## config.mk

```make
export PLATFORM = sky130hd
export DESIGN_NAME = dmfc_codec
export DESIGN_NICKNAME = d
export VERILOG_FILES = /design/src/verilog/dmfc_pkg.sv /design/src/verilog/dmfc_filt_if.sv /design/src/verilog/dmfc_filter.sv /design/src/verilog/dmfc_codec.sv
export VERILOG_INCLUDE_DIRS = /design/src /design/src/verilog
export SDC_FILE = /design/constraint.sdc
export NUM_CORES = 1
export LEC_CHECK = 0
export BUFFER_PORTS_ARGS = -buffer_cell sky130_fd_sc_hd__buf_2
export CORE_MARGIN = 2
export CORE_UTILIZATION = 60
export CTS_CLUSTER_DIAMETER = 50
export DETAILED_ROUTE_END_ITERATION = 8
export PLACE_DENSITY = 0.81
export SLEW_MARGIN = 20
export SYNTH_ARGS = -nofsm -noshare
export SYNTH_HDL_FRONTEND = slang
export SYNTH_HIERARCHICAL = 1
export SYNTH_SLANG_ARGS = --single-unit
```

## constraint.sdc

```tcl
create_clock -name hclk -period 3.3 [get_ports hclk]
set_clock_uncertainty 0.15 [all_clocks]
set_input_delay 0.66 -clock hclk [delete_from_list [all_inputs] [get_ports hclk]]
set_output_delay 0.66 -clock hclk [all_outputs]
set_load 0.05 [all_outputs]
```

## src/verilog/dmfc_defines.svh

```systemverilog
`ifndef DMFC_DEFINES_SVH
`define DMFC_DEFINES_SVH

// ****************************************************************
// Register offsets (byte addresses, one word each)
// ****************************************************************
`define DMFC_OFS_CTRL 8'h00
`define DMFC_OFS_MSG 8'h04
`define DMFC_OFS_STAT 8'h08
`define DMFC_OFS_TUN 8'h0C
`define DMFC_OFS_MACLO 8'h10
`define DMFC_OFS_MACHI 8'h14
`define DMFC_OFS_SRCIP 8'h18
`define DMFC_OFS_SRCMSK 8'h1C
`define DMFC_OFS_DSTIP 8'h20
`define DMFC_OFS_PORTS 8'h24
`define DMFC_OFS_TIMER 8'h28
`define DMFC_OFS_UCN 8'h2C

// ****************************************************************
// Field positions
// ****************************************************************
`define DMFC_CTRL_MODE 1:0
`define DMFC_CTRL_BREQ 2
`define DMFC_CTRL_MACN 7:4
`define DMFC_MSG_TYPE 7:0
`define DMFC_MSG_PARAM 15:8
`define DMFC_MSG_REC 16
`define DMFC_TIMER_VAL 15:0
`define DMFC_TIMER_MAP 23:16

// ****************************************************************
// Message framing and codes
// ****************************************************************
`define DMFC_MSG_TAG 24'h9F9103
`define DMFC_T_TWOWAY 8'h01
`define DMFC_T_ONEWAY 8'h02
`define DMFC_T_SCAN 8'h03
`define DMFC_T_CHG 8'h04
`define DMFC_T_RESET 8'h05
`define DMFC_T_BADMAC 8'h06
`define DMFC_T_FWDLIM 8'h07
`define DMFC_INIT_MAX 8'h05
`define DMFC_FWD_MAX 8'h01
`define DMFC_MACN_MIN 4'h1
`define DMFC_MACN_MAX 4'h8
`define DMFC_LEN_SHORT 8'h01
`define DMFC_LEN_LONG 8'h02
`define DMFC_CNT_SHORT 5'h05
`define DMFC_CNT_LONG 5'h06
`define DMFC_CNT_REC 5'h18

// ****************************************************************
// Timing
// ****************************************************************
`define DMFC_TIMER_UNIT_NS 1000000000
`define DMFC_CLK_PERIOD_NS 4
`define DMFC_SEC_CYCLES (`DMFC_TIMER_UNIT_NS / `DMFC_CLK_PERIOD_NS)

`endif

```

## src/verilog/dmfc_pkg.sv

```systemverilog
package dmfc_pkg;

    // Operational mode as written by software
    typedef enum logic [1:0]
    {
        DMFC_MODE_OFF,
        DMFC_MODE_ADV_TWO,
        DMFC_MODE_ADV_ONE,
        DMFC_MODE_BASIC
    } dmfc_mode_e;

    // Byte serialiser state
    typedef enum logic
    {
        DMFC_TX_IDLE,
        DMFC_TX_SEND
    } dmfc_tx_e;

endpackage

```

## src/verilog/dmfc_filt_if.sv

```systemverilog
`timescale 1ns/1ps

// Filter record plus packet header, shared by top and matcher
interface dmfc_filt_if;
    logic [47:0] rec_mac;
    logic [31:0] src_ip_match;
    logic [31:0] src_ip_wildcard;
    logic [31:0] dst_ip_match;
    logic [15:0] port_start;
    logic [15:0] port_end;
    logic pkt_valid;
    logic pkt_is_udp;
    logic [47:0] pkt_mac;
    logic [31:0] pkt_src_ip;
    logic [31:0] pkt_dst_ip;
    logic [15:0] pkt_dst_port;
    logic hit;

    modport top (output rec_mac, src_ip_match, src_ip_wildcard,
        dst_ip_match, port_start, port_end, pkt_valid, pkt_is_udp,
        pkt_mac, pkt_src_ip, pkt_dst_ip, pkt_dst_port, input hit);
    modport filt (input rec_mac, src_ip_match, src_ip_wildcard,
        dst_ip_match, port_start, port_end, pkt_valid, pkt_is_udp,
        pkt_mac, pkt_src_ip, pkt_dst_ip, pkt_dst_port, output hit);
endinterface

```

## src/verilog/dmfc_filter.sv

```systemverilog
`timescale 1ns/1ps

// Combinational match of one packet header against the tunnel filter
module dmfc_filter
(
    dmfc_filt_if.filt f
);
    logic src_ok;
    logic dst_ok;
    logic port_ok;

    // Zero address is a wildcard; mask selects compared source bits
    always_comb
    begin
        src_ok = (f.src_ip_match == 32'h00000000) ||
            ((f.pkt_src_ip & f.src_ip_wildcard) ==
             (f.src_ip_match & f.src_ip_wildcard));
        dst_ok = (f.dst_ip_match == 32'h00000000) ||
            (f.pkt_dst_ip == f.dst_ip_match);
    end

    // Inclusive range, UDP only
    assign port_ok = f.pkt_is_udp && (f.pkt_dst_port >= f.port_start) &&
        (f.pkt_dst_port <= f.port_end);

    assign f.hit = f.pkt_valid && (f.pkt_mac == f.rec_mac) && src_ok &&
        dst_ok && port_ok;
endmodule

```

## src/verilog/dmfc_codec.sv

```systemverilog
`timescale 1ns/1ps
`include "dmfc_defines.svh"

module dmfc_codec
    import dmfc_pkg::*;
#(
    parameter int unsigned SEC_CYCLES = `DMFC_SEC_CYCLES
)
(
    input wire logic hclk,
    input wire logic hresetn,
    input wire logic hsel,
    input wire logic [31:0] haddr,
    input wire logic [1:0] htrans,
    input wire logic hwrite,
    input wire logic [2:0] hsize,
    input wire logic [31:0] hwdata,
    input wire logic hready,
    output logic hreadyout,
    output logic [31:0] hrdata,
    output logic hresp,
    output logic [7:0] tx_data,
    output logic tx_valid,
    output logic tx_last,
    input wire logic tx_ready,
    input wire logic op_timeout,
    output logic scan_start,
    input wire logic pkt_valid,
    input wire logic pkt_is_udp,
    input wire logic [47:0] pkt_mac,
    input wire logic [31:0] pkt_src_ip,
    input wire logic [31:0] pkt_dst_ip,
    input wire logic [15:0] pkt_dst_port,
    output logic pkt_match,
    output logic [7:0] match_tunnel,
    output logic [7:0] channel_map_selector,
    output logic basic_mode
);
    // ********************
    // Registers
    // ********************
    dmfc_mode_e mode_reg;
    logic [7:0] tunnel_number_reg;
    logic [7:0] tunnel_prio_reg;
    logic [47:0] mac_reg;
    logic [31:0] src_ip_match_reg;
    logic [31:0] src_ip_wildcard_reg;
    logic [31:0] dst_ip_match_reg;
    logic [15:0] port_start_reg;
    logic [15:0] port_end_reg;
    logic [15:0] oneway_rescan_timer_reg;
    logic [7:0] map_reg;
    logic [7:0] upstream_channel_number_reg;
    logic chg_pend_reg;
    logic reinit_pend_reg;
    logic oneway_reg;
    logic fwd_lim_reg;
    logic basic_ok_reg;
    logic basic_bad_reg;
    logic badmac_pend_reg;
    logic wr_reg;
    logic [7:0] addr_reg;
    logic [31:0] hrdata_reg;
    logic [31:0] rd_mux;
    logic addr_ok;

    // ********************
    // Bus slave
    // ********************
    // Zero wait states; only the low address byte is decoded
    assign hreadyout = 1'b1;
    assign hresp = 1'b0;
    assign hrdata = hrdata_reg;
    assign addr_ok = hsel && htrans[1] && hready;

    // Address phase capture
    always_ff @(posedge hclk or negedge hresetn)
    begin
        if (!hresetn)
        begin
            wr_reg <= 1'b0;
            addr_reg <= 8'h00;
        end
        else
        begin
            wr_reg <= addr_ok && hwrite;
            addr_reg <= haddr[7:0];
        end
    end

    // Read mux; unmapped offsets read zero
    always_comb
    begin
        rd_mux = 32'h00000000;
        unique case (haddr[7:0])
            `DMFC_OFS_CTRL: rd_mux = {30'h00000000, mode_reg};
            `DMFC_OFS_STAT: rd_mux = {24'h000000, basic_bad_reg,
                basic_ok_reg, fwd_lim_reg, oneway_reg, reinit_pend_reg,
                chg_pend_reg, badmac_pend_reg, tx_valid};
            `DMFC_OFS_TUN: rd_mux = {16'h0000, tunnel_prio_reg,
                tunnel_number_reg};
            `DMFC_OFS_MACLO: rd_mux = mac_reg[31:0];
            `DMFC_OFS_MACHI: rd_mux = {16'h0000, mac_reg[47:32]};
            `DMFC_OFS_SRCIP: rd_mux = src_ip_match_reg;
            `DMFC_OFS_SRCMSK: rd_mux = src_ip_wildcard_reg;
            `DMFC_OFS_DSTIP: rd_mux = dst_ip_match_reg;
            `DMFC_OFS_PORTS: rd_mux = {port_start_reg, port_end_reg};
            `DMFC_OFS_TIMER: rd_mux = {8'h00, map_reg,
                oneway_rescan_timer_reg};
            `DMFC_OFS_UCN: rd_mux = {24'h000000,
                upstream_channel_number_reg};
            default: rd_mux = 32'h00000000;
        endcase
    end

    // Read data registered at the address phase, stands in data phase
    always_ff @(posedge hclk or negedge hresetn)
    begin
        if (!hresetn)
            hrdata_reg <= 32'h00000000;
        else if (addr_ok && !hwrite)
            hrdata_reg <= rd_mux;
    end

    // Mode, filter record and timer registers
    always_ff @(posedge hclk or negedge hresetn)
    begin
        if (!hresetn)
        begin
            mode_reg <= DMFC_MODE_OFF;
            tunnel_number_reg <= 8'h00;
            tunnel_prio_reg <= 8'h00;
            mac_reg <= 48'h000000000000;
            src_ip_match_reg <= 32'h00000000;
            src_ip_wildcard_reg <= 32'hFFFFFFFF;
            dst_ip_match_reg <= 32'h00000000;
            port_start_reg <= 16'h0000;
            port_end_reg <= 16'hFFFF;
            oneway_rescan_timer_reg <= 16'h0000;
            map_reg <= 8'h00;
        end
        else if (wr_reg)
        begin
            unique case (addr_reg)
                `DMFC_OFS_CTRL:
                    mode_reg <= dmfc_mode_e'(hwdata[`DMFC_CTRL_MODE]);
                `DMFC_OFS_TUN:
                begin
                    tunnel_number_reg <= hwdata[7:0];
                    tunnel_prio_reg <= hwdata[15:8];
                end
                `DMFC_OFS_MACLO: mac_reg[31:0] <= hwdata;
                `DMFC_OFS_MACHI: mac_reg[47:32] <= hwdata[15:0];
                `DMFC_OFS_SRCIP: src_ip_match_reg <= hwdata;
                `DMFC_OFS_SRCMSK: src_ip_wildcard_reg <= hwdata;
                `DMFC_OFS_DSTIP: dst_ip_match_reg <= hwdata;
                `DMFC_OFS_PORTS:
                begin
                    port_start_reg <= hwdata[31:16];
                    port_end_reg <= hwdata[15:0];
                end
                `DMFC_OFS_TIMER:
                begin
                    oneway_rescan_timer_reg <= hwdata[`DMFC_TIMER_VAL];
                    map_reg <= hwdata[`DMFC_TIMER_MAP];
                end
                default: ;
            endcase
        end
    end

    assign channel_map_selector = map_reg;

    // ********************
    // Message command decode
    // ********************
    dmfc_tx_e tx_state_reg;
    logic [191:0] tx_buf_reg;
    logic [4:0] tx_cnt_reg;
    logic adv_mode;
    logic msg_wr;
    logic [7:0] m_type;
    logic [7:0] m_param;
    logic type_ok;
    logic send_ok;
    logic rec_go;
    logic badmac_go;
    logic breq_wr;
    logic macn_ok;

    assign adv_mode = (mode_reg == DMFC_MODE_ADV_TWO) ||
        (mode_reg == DMFC_MODE_ADV_ONE);
    assign msg_wr = wr_reg && (addr_reg == `DMFC_OFS_MSG);
    assign m_type = hwdata[`DMFC_MSG_TYPE];
    assign m_param = hwdata[`DMFC_MSG_PARAM];
    assign breq_wr = wr_reg && (addr_reg == `DMFC_OFS_CTRL) &&
        hwdata[`DMFC_CTRL_BREQ];
    assign macn_ok = (hwdata[`DMFC_CTRL_MACN] >= `DMFC_MACN_MIN) &&
        (hwdata[`DMFC_CTRL_MACN] <= `DMFC_MACN_MAX);

    // Reserved types and reserved codes are refused outright
    always_comb
    begin
        type_ok = 1'b0;
        unique case (m_type)
            `DMFC_T_TWOWAY, `DMFC_T_ONEWAY, `DMFC_T_SCAN,
            `DMFC_T_RESET, `DMFC_T_BADMAC: type_ok = 1'b1;
            `DMFC_T_CHG: type_ok = (m_param <= `DMFC_INIT_MAX);
            `DMFC_T_FWDLIM: type_ok = (m_param <= `DMFC_FWD_MAX);
            default: type_ok = 1'b0;
        endcase
    end

    // A message written while busy or outside advanced mode is dropped; a record dump is dropped only while busy
    assign send_ok = msg_wr && !hwdata[`DMFC_MSG_REC] && type_ok &&
        adv_mode && (tx_state_reg == DMFC_TX_IDLE);
    assign rec_go = msg_wr && hwdata[`DMFC_MSG_REC] &&
        (tx_state_reg == DMFC_TX_IDLE);
    assign badmac_go = badmac_pend_reg && !msg_wr && adv_mode &&
        (tx_state_reg == DMFC_TX_IDLE);

    // Event flags; the type 01 message closes pending changes
    always_ff @(posedge hclk or negedge hresetn)
    begin
        if (!hresetn)
        begin
            upstream_channel_number_reg <= 8'h00;
            chg_pend_reg <= 1'b0;
            reinit_pend_reg <= 1'b0;
            oneway_reg <= 1'b0;
            fwd_lim_reg <= 1'b0;
        end
        else if (send_ok)
        begin
            unique case (m_type)
                `DMFC_T_TWOWAY:
                begin
                    upstream_channel_number_reg <= m_param;
                    chg_pend_reg <= 1'b0;
                    reinit_pend_reg <= 1'b0;
                    oneway_reg <= 1'b0;
                end
                `DMFC_T_ONEWAY: oneway_reg <= 1'b1;
                `DMFC_T_CHG: chg_pend_reg <= 1'b1;
                `DMFC_T_RESET: reinit_pend_reg <= 1'b1;
                `DMFC_T_FWDLIM: fwd_lim_reg <= 1'b1;
                default: ;
            endcase
        end
    end

    // Basic request: a bad count refuses basic mode and queues type 06
    always_ff @(posedge hclk or negedge hresetn)
    begin
        if (!hresetn)
        begin
            basic_ok_reg <= 1'b0;
            basic_bad_reg <= 1'b0;
            badmac_pend_reg <= 1'b0;
        end
        else if (breq_wr)
        begin
            basic_ok_reg <= macn_ok;
            basic_bad_reg <= !macn_ok;
            badmac_pend_reg <= !macn_ok ||
                (badmac_pend_reg && !badmac_go);
        end
        else if (badmac_go)
            badmac_pend_reg <= 1'b0;
    end

    assign basic_mode = basic_ok_reg;

    // ********************
    // Byte serialiser
    // ********************
    logic has_param;

    assign has_param = (m_type == `DMFC_T_TWOWAY) ||
        (m_type == `DMFC_T_CHG) || (m_type == `DMFC_T_FWDLIM);

    // Frames are left-aligned and shifted out a byte at a time
    always_ff @(posedge hclk or negedge hresetn)
    begin
        if (!hresetn)
        begin
            tx_state_reg <= DMFC_TX_IDLE;
            tx_buf_reg <= 192'h0;
            tx_cnt_reg <= 5'h00;
        end
        else
        begin
            unique case (tx_state_reg)
                DMFC_TX_IDLE:
                begin
                    if (rec_go)
                    begin
                        tx_buf_reg <= {tunnel_number_reg, tunnel_prio_reg,
                            mac_reg, src_ip_match_reg, src_ip_wildcard_reg,
                            dst_ip_match_reg, port_start_reg,
                            port_end_reg};
                        tx_cnt_reg <= `DMFC_CNT_REC;
                        tx_state_reg <= DMFC_TX_SEND;
                    end
                    else if (send_ok)
                    begin
                        tx_buf_reg <= {`DMFC_MSG_TAG,
                            has_param ? `DMFC_LEN_LONG : `DMFC_LEN_SHORT,
                            m_type, m_param, 144'h0};
                        tx_cnt_reg <= has_param ? `DMFC_CNT_LONG :
                            `DMFC_CNT_SHORT;
                        tx_state_reg <= DMFC_TX_SEND;
                    end
                    else if (badmac_go)
                    begin
                        tx_buf_reg <= {`DMFC_MSG_TAG, `DMFC_LEN_SHORT,
                            `DMFC_T_BADMAC, 152'h0};
                        tx_cnt_reg <= `DMFC_CNT_SHORT;
                        tx_state_reg <= DMFC_TX_SEND;
                    end
                end
                DMFC_TX_SEND:
                begin
                    if (tx_ready)
                    begin
                        tx_buf_reg <= {tx_buf_reg[183:0], 8'h00};
                        tx_cnt_reg <= tx_cnt_reg - 5'h01;
                        if (tx_cnt_reg == 5'h01)
                            tx_state_reg <= DMFC_TX_IDLE;
                    end
                end
            endcase
        end
    end

    assign tx_data = tx_buf_reg[191:184];
    assign tx_valid = (tx_state_reg == DMFC_TX_SEND);
    assign tx_last = tx_valid && (tx_cnt_reg == 5'h01);

    // ********************
    // One-way rescan timer
    // ********************
    logic armed_reg;
    logic [27:0] sec_cnt_reg;
    logic [15:0] rescan_cnt_reg;
    logic scan_reg;

    // Zero starts the scan at once; otherwise count whole seconds
    always_ff @(posedge hclk or negedge hresetn)
    begin
        if (!hresetn)
        begin
            armed_reg <= 1'b0;
            sec_cnt_reg <= 28'h0000000;
            rescan_cnt_reg <= 16'h0000;
            scan_reg <= 1'b0;
        end
        else
        begin
            scan_reg <= 1'b0;
            if (op_timeout)
            begin
                scan_reg <= (oneway_rescan_timer_reg == 16'h0000);
                armed_reg <= (oneway_rescan_timer_reg != 16'h0000);
                rescan_cnt_reg <= oneway_rescan_timer_reg;
                sec_cnt_reg <= 28'(SEC_CYCLES - 1);
            end
            else if (armed_reg)
            begin
                if (sec_cnt_reg != 28'h0000000)
                    sec_cnt_reg <= sec_cnt_reg - 28'h0000001;
                else if (rescan_cnt_reg == 16'h0001)
                begin
                    scan_reg <= 1'b1;
                    armed_reg <= 1'b0;
                end
                else
                begin
                    rescan_cnt_reg <= rescan_cnt_reg - 16'h0001;
                    sec_cnt_reg <= 28'(SEC_CYCLES - 1);
                end
            end
        end
    end

    assign scan_start = scan_reg;

    // ********************
    // Packet filter
    // ********************
    dmfc_filt_if fi ();
    logic match_reg;

    assign fi.rec_mac = mac_reg;
    assign fi.src_ip_match = src_ip_match_reg;
    assign fi.src_ip_wildcard = src_ip_wildcard_reg;
    assign fi.dst_ip_match = dst_ip_match_reg;
    assign fi.port_start = port_start_reg;
    assign fi.port_end = port_end_reg;
    assign fi.pkt_valid = pkt_valid;
    assign fi.pkt_is_udp = pkt_is_udp;
    assign fi.pkt_mac = pkt_mac;
    assign fi.pkt_src_ip = pkt_src_ip;
    assign fi.pkt_dst_ip = pkt_dst_ip;
    assign fi.pkt_dst_port = pkt_dst_port;

    dmfc_filter u_filter
    (
        .f(fi.filt)
    );

    // Match result registered one cycle after the header
    always_ff @(posedge hclk or negedge hresetn)
    begin
        if (!hresetn)
            match_reg <= 1'b0;
        else
            match_reg <= fi.hit;
    end

    assign pkt_match = match_reg;
    assign match_tunnel = tunnel_number_reg;
endmodule

```

# After elaboration in Yosys (flattened, before gate mapping)
# Index checks and enable logic that the tools add are counted.
dict set report word_totals {
  ff_bits 519
  input_bits 206
  out_inout_bits 63
  wordCells 188
}
dict set report classes {
  n_addsub 3
  order_cmp 6
  eq_ne 38
  muxes 41
  bitwise 3
  n_reduce_logical 66
}
# operator count
set ops {}
lappend ops {{$mux W192} 4}
lappend ops {{$pmux W192 S2} 1}
lappend ops {{$pmux W32 S11} 1}
lappend ops {{$mux W28} 4}
lappend ops {{$and A32 B32 Y32} 2}
lappend ops {{$eq A32 B32 Y1} 2}
lappend ops {{$eq A8 B5 Y1 const B} 8}
lappend ops {{$logic_not A32 Y1} 2}
lappend ops {{$mux W16} 4}
lappend ops {{$eq A8 B6 Y1 const B} 7}
lappend ops {{$eq A48 B48 Y1} 1}
lappend ops {{$eq A8 B3 Y1 const B} 5}
lappend ops {{$reduce_and A2 Y1} 16}
lappend ops {{$reduce_bool A28 Y1} 1}
lappend ops {{$sub A28 B1 Y28 const B} 1}
lappend ops {{$logic_and A1 B1 Y1} 25}
lappend ops {{$eq A8 B4 Y1 const B} 3}
lappend ops {{$mux W5} 4}
lappend ops {{$eq A16 B1 Y1 const B} 1}
lappend ops {{$eq A8 B2 Y1 const B} 2}
lappend ops {{$ge A16 B16 Y1} 1}
lappend ops {{$le A16 B16 Y1} 1}
lappend ops {{$logic_not A16 Y1} 1}
lappend ops {{$logic_not A8 Y1} 2}
lappend ops {{25 further kinds} 58}

# Longest topological paths before layout
dict set report logic_depth {
  ltp_word 10
  mapped_depth 9
  mapped_depth_nobuf 8
}

# Hierarchy
# The synthesis kept the hierarchy.
# mod n_inst cells_per_inst area_each_um2 seq_area_each_um2
set by_module_without_submodules {}
lappend by_module_without_submodules {dmfc_codec 1 2367 26080.0 13047.5}
lappend by_module_without_submodules {dmfc_filter 1 298 2273.4 0.0}

# Worst setup path before layout
# OpenSTA, ideal clock, no wires.
dict set report synth_timing {
  kind {reg-to-output}
  from {reg tx_state_reg, in the netlist tx_valid}
  to {out tx_last}
  arrival_time_ns 3.294
  setup_slack_ns -0.804
  path_stages_with_launch 7
  n_path_buf 4
  path_cell_list {dfrtp_1 -> clkbuf_1 -> clkbuf_1 -> clkbuf_1 -> clkbuf_1 -> nand2_1 -> nor4_1}
}
dict set report synth_between {
  elab_chain_cells 1
}
# item line
set synth_lines {}
lappend synth_lines {{from (decl)} dmfc_codec.sv:177} ;# dmfc_tx_e tx_state_reg;
lappend synth_lines {{from (signal assigned)} dmfc_codec.sv:287} ;# tx_state_reg <= DMFC_TX_IDLE;
lappend synth_lines {{from (signal assigned)} dmfc_codec.sv:303} ;# tx_state_reg <= DMFC_TX_SEND;
lappend synth_lines {{from (signal assigned)} dmfc_codec.sv:312} ;# tx_state_reg <= DMFC_TX_SEND;
lappend synth_lines {{$logic_and A1 B1 Y1} dmfc_codec.sv:338} ;# assign tx_last = tx_valid && (tx_cnt_reg == 5'h01);
lappend synth_lines {{to (decl)} dmfc_codec.sv:24} ;# output logic tx_last,
# No other way between the ends.

# Worst setup path in the final report
dict set report layout_timing {
  from {reg tx_state_reg, in the netlist tx_valid}
  to {out tx_valid}
}
# item line
set layout_rtl {}
lappend layout_rtl {{to (decl)} dmfc_codec.sv:23} ;# output logic tx_valid,
# No word-level cell between the ends.

==> flow_summary.json <==
{
  "start_kind": "flop",
  "start_util_pct": 60.9,
  "ys_warn_count": 6,
  "p_leak_uw": 0.0142,
  "netlist_top_cells_area": "dfrtp_1 (42%), mux2_2 (9.3%), mux2_4 (7.9%)",
  "period_minus_slack_ns": 3.01,
  "rows": 79,
  "grt_pass1_wl_um": 148000,
  "ys.flop_type": "dfrtp_1",
  "placed_cells": 3412,
  "die_w_um": 221,
  "chipHeight_um": 221,
  "grt_remaining_overflow": 0,
  "whs_path_depth": 1,
  "insertion_delay_ns": 0.63,
  "setup_violations": 0,
  "max-cap-violations": 0,
  "dp_hpwl_um": 70100,
  "worst_path_largest_cell_delay_ns": 0.65,
  "yosys-top-cells-count": "dfrtp_1 (471), nand2_1 (423), o21ai_0 (246)",
  "rsz0062_at_grt": "no",
  "cts_buffers": 58,
  "cts_max_path_buffers": 3,
  "outcome": "complete, no violations",
  "cp-end-kind": "primary output",
  "antenna_found_initial": 2,
  "finalCritPeriodShare_pct": 91.2,
  "grt_pass1_vias": 23400,
  "max_freq_ghz": 0.332,
  "postCtsSetupBuffers": 0,
  "final.setup.worst_slack_ns": 0.290,
  "relSlewSlack_pct": 29.0,
  "place_ws_ns": -0.0709,
  "hold_path.class": "primary input to flop",
  "syn_nets": 2909,
  "yosysTopAreaCellShare_pct": 41.6,
  "ant_nets": 0,
  "cts_tree": "done",
  "htree_levels": 2,
  "wl_um": 98300,
  "slew_viol_final": 0,
  "cts.sinks": 519,
  "nets": 3110,
  "die_area_mm2": 0.0490,
  "synth_edf_count": 0,
  "reg2reg_depth": 6,
  "yosysTopAreaCell": "dfrtp_1",
  "first_iter_violations": 3428,
  "ioPinCount": 269,
  "coreArea_mm2": 0.0466,
  "drcViolationCount": 0,
  "diodes": 0,
  "grt_start_max_net_pins": 224,
  "synthArstFlopShare_pct": 100,
  "power.density_mw_per_mm2": 543,
  "largest_register_ffs": 192,
  "hold_viol_final": 0,
  "syn_inst": 2665,
  "first_pass_iters": 6,
  "area_growth_pct": 14.0,
  "cp_slowest_cell": "buf_4",
  "crit_arrival_ns": 2.20,
  "crit_path_cell_trace": "buf_4, buf_2",
  "root_buffer": "clkbuf_16",
  "grt_usage_pct": 39.7,
  "ir_drop_mv": 0.488,
  "ys_seq_area_share_pct": 46.0,
  "drive_gt1_share_pct": 31.1,
  "syn_area_mm2": 0.0284,
  "required_ns": 2.49,
  "path_clk_slew_ns": 0.06,
  "gp_congestion": 1.01,
  "worstSetupPathType": "flop to primary output",
  "path_max_fanout": 91,
  "vias": 23700,
  "synth.most_common_cell": "dfrtp_1",
  "avgSynthCellArea_um2": 10.6,
  "routedWlPerCell_um": 27.9,
  "synth.distinct_cells": 85,
  "tightest_slew_ns": 1.06,
  "ys_ff_latch": 519,
  "fin_util_pct": 69.4,
  "viasPerCell": 6.74,
  "fin_cells": 3521,
  "portBuffers": 238
}
-- layout by cell type (no fill, tap or decap), types with 48 or more instances in the layout --
cell	count
buf_2	237
mux2_4	150
clkbuf_16	59
xor2_1	94
buf_4	80
dfrtp_1	470
inv_1	57
mux2_2	234
a22oi_1	58
o21ai_0	246
dfstp_2	48
nand2_1	423
mux2i_1	55
-- metal layers --
| metal | track usage (%) | wire length (µm) | vias up |
|---|---|---|---|
| met4 | 24.0 | 7280 | 2 |
| met3 | 8.92 | 10600 | 391 |
| met5 | 0 | 14 | - |
| li1 | - | - | 9980 |
| met2 | 59.2 | 42700 | 1601 |
| met1 | 53.3 | 37800 | 11800 |
-- where the power goes --
group / switching, µW / total [µW] / internal [µW]
combinational: 2370 / 3750 / 1390
clock: 2740 / 6630 / 3890
sequential: 463 / 7170 / 6710
total: 5570 / 17600 / 12000
-- timing repair --
| item | in CTS | in global routing |
|---|---|---|
| hold endpoints to repair | 26 | 0 |
| resized for setup | 0 | 0 |
| hold buffers | 1 | 0 |
-- kinds of logic (layout without fill, tap and decap cells) --
kind of cell,count (synthesis),in the layout,share of synthesized area [%]
muxes,448,448,19.5
and+or+nand+nor,757,757,12.9
buffers and inverters,252,501,4.14
AOI/OAI and AO/OA,537,537,12.2
xor gates and xnor gates,112,112,3.46
other,2,2,0.0265
adders and majority gates,38,38,1.68
DFF,519,519,46.0
-- worst max-delay path, delay by kind of cell, from the launching register on --
kind                   cells  cell delay (ns)
flip-flops                 1             0.53
buffers and inverters      2             1.05
-- area by class of cell --
| class | count | area (µm²) |
|---|---|---|
| fill | 3398 | 14200 |
| multi-input combinational | 1894 | 14200 |
| sequential | 519 | 13100 |
| timing repair buffer | 336 | 2150 |
| clock buffer | 90 | 1750 |
| tap | 607 | 759 |
| inverter | 57 | 214 |
| clock inverter | 18 | 203 |
-- final timing paths --
check	startpoint	end	slack (ns)
setup / recovery	tx_valid	tx_valid	0.29
hold / removal	haddr[6]	addr_reg[6]	0.11
setup reg to reg	sec_cnt_reg[19]	rescan_cnt_reg[14]	0.30
hold reg to reg	tx_buf_reg[185]	tx_buf_reg[185]	0.33
max in group asynchronous	hresetn	fi.rec_mac[44]	1.60
min in group asynchronous	hresetn	dst_ip_match_reg[10]	0.35
-- stage by stage --
| step | setup TNS [ns] | hold slack, ns | total power, µW | instance area, µm² |
|---|---|---|---|---|
| floorplan | 0 | 0.214 | 9820 | 28400 |
| global placement | 0 | 0.296 | 10800 | 30400 |
| detailed placement | -0.0709 | 0.319 | 10900 | 30400 |
| CTS | 0 | 0.0859 | 17500 | 32300 |
| global route | 0 | 0.0907 | 18100 | 32300 |
| finish | 0 | 0.106 | 17600 | 32300 |
Note: power is estimated with default switching activity, not from simulation.
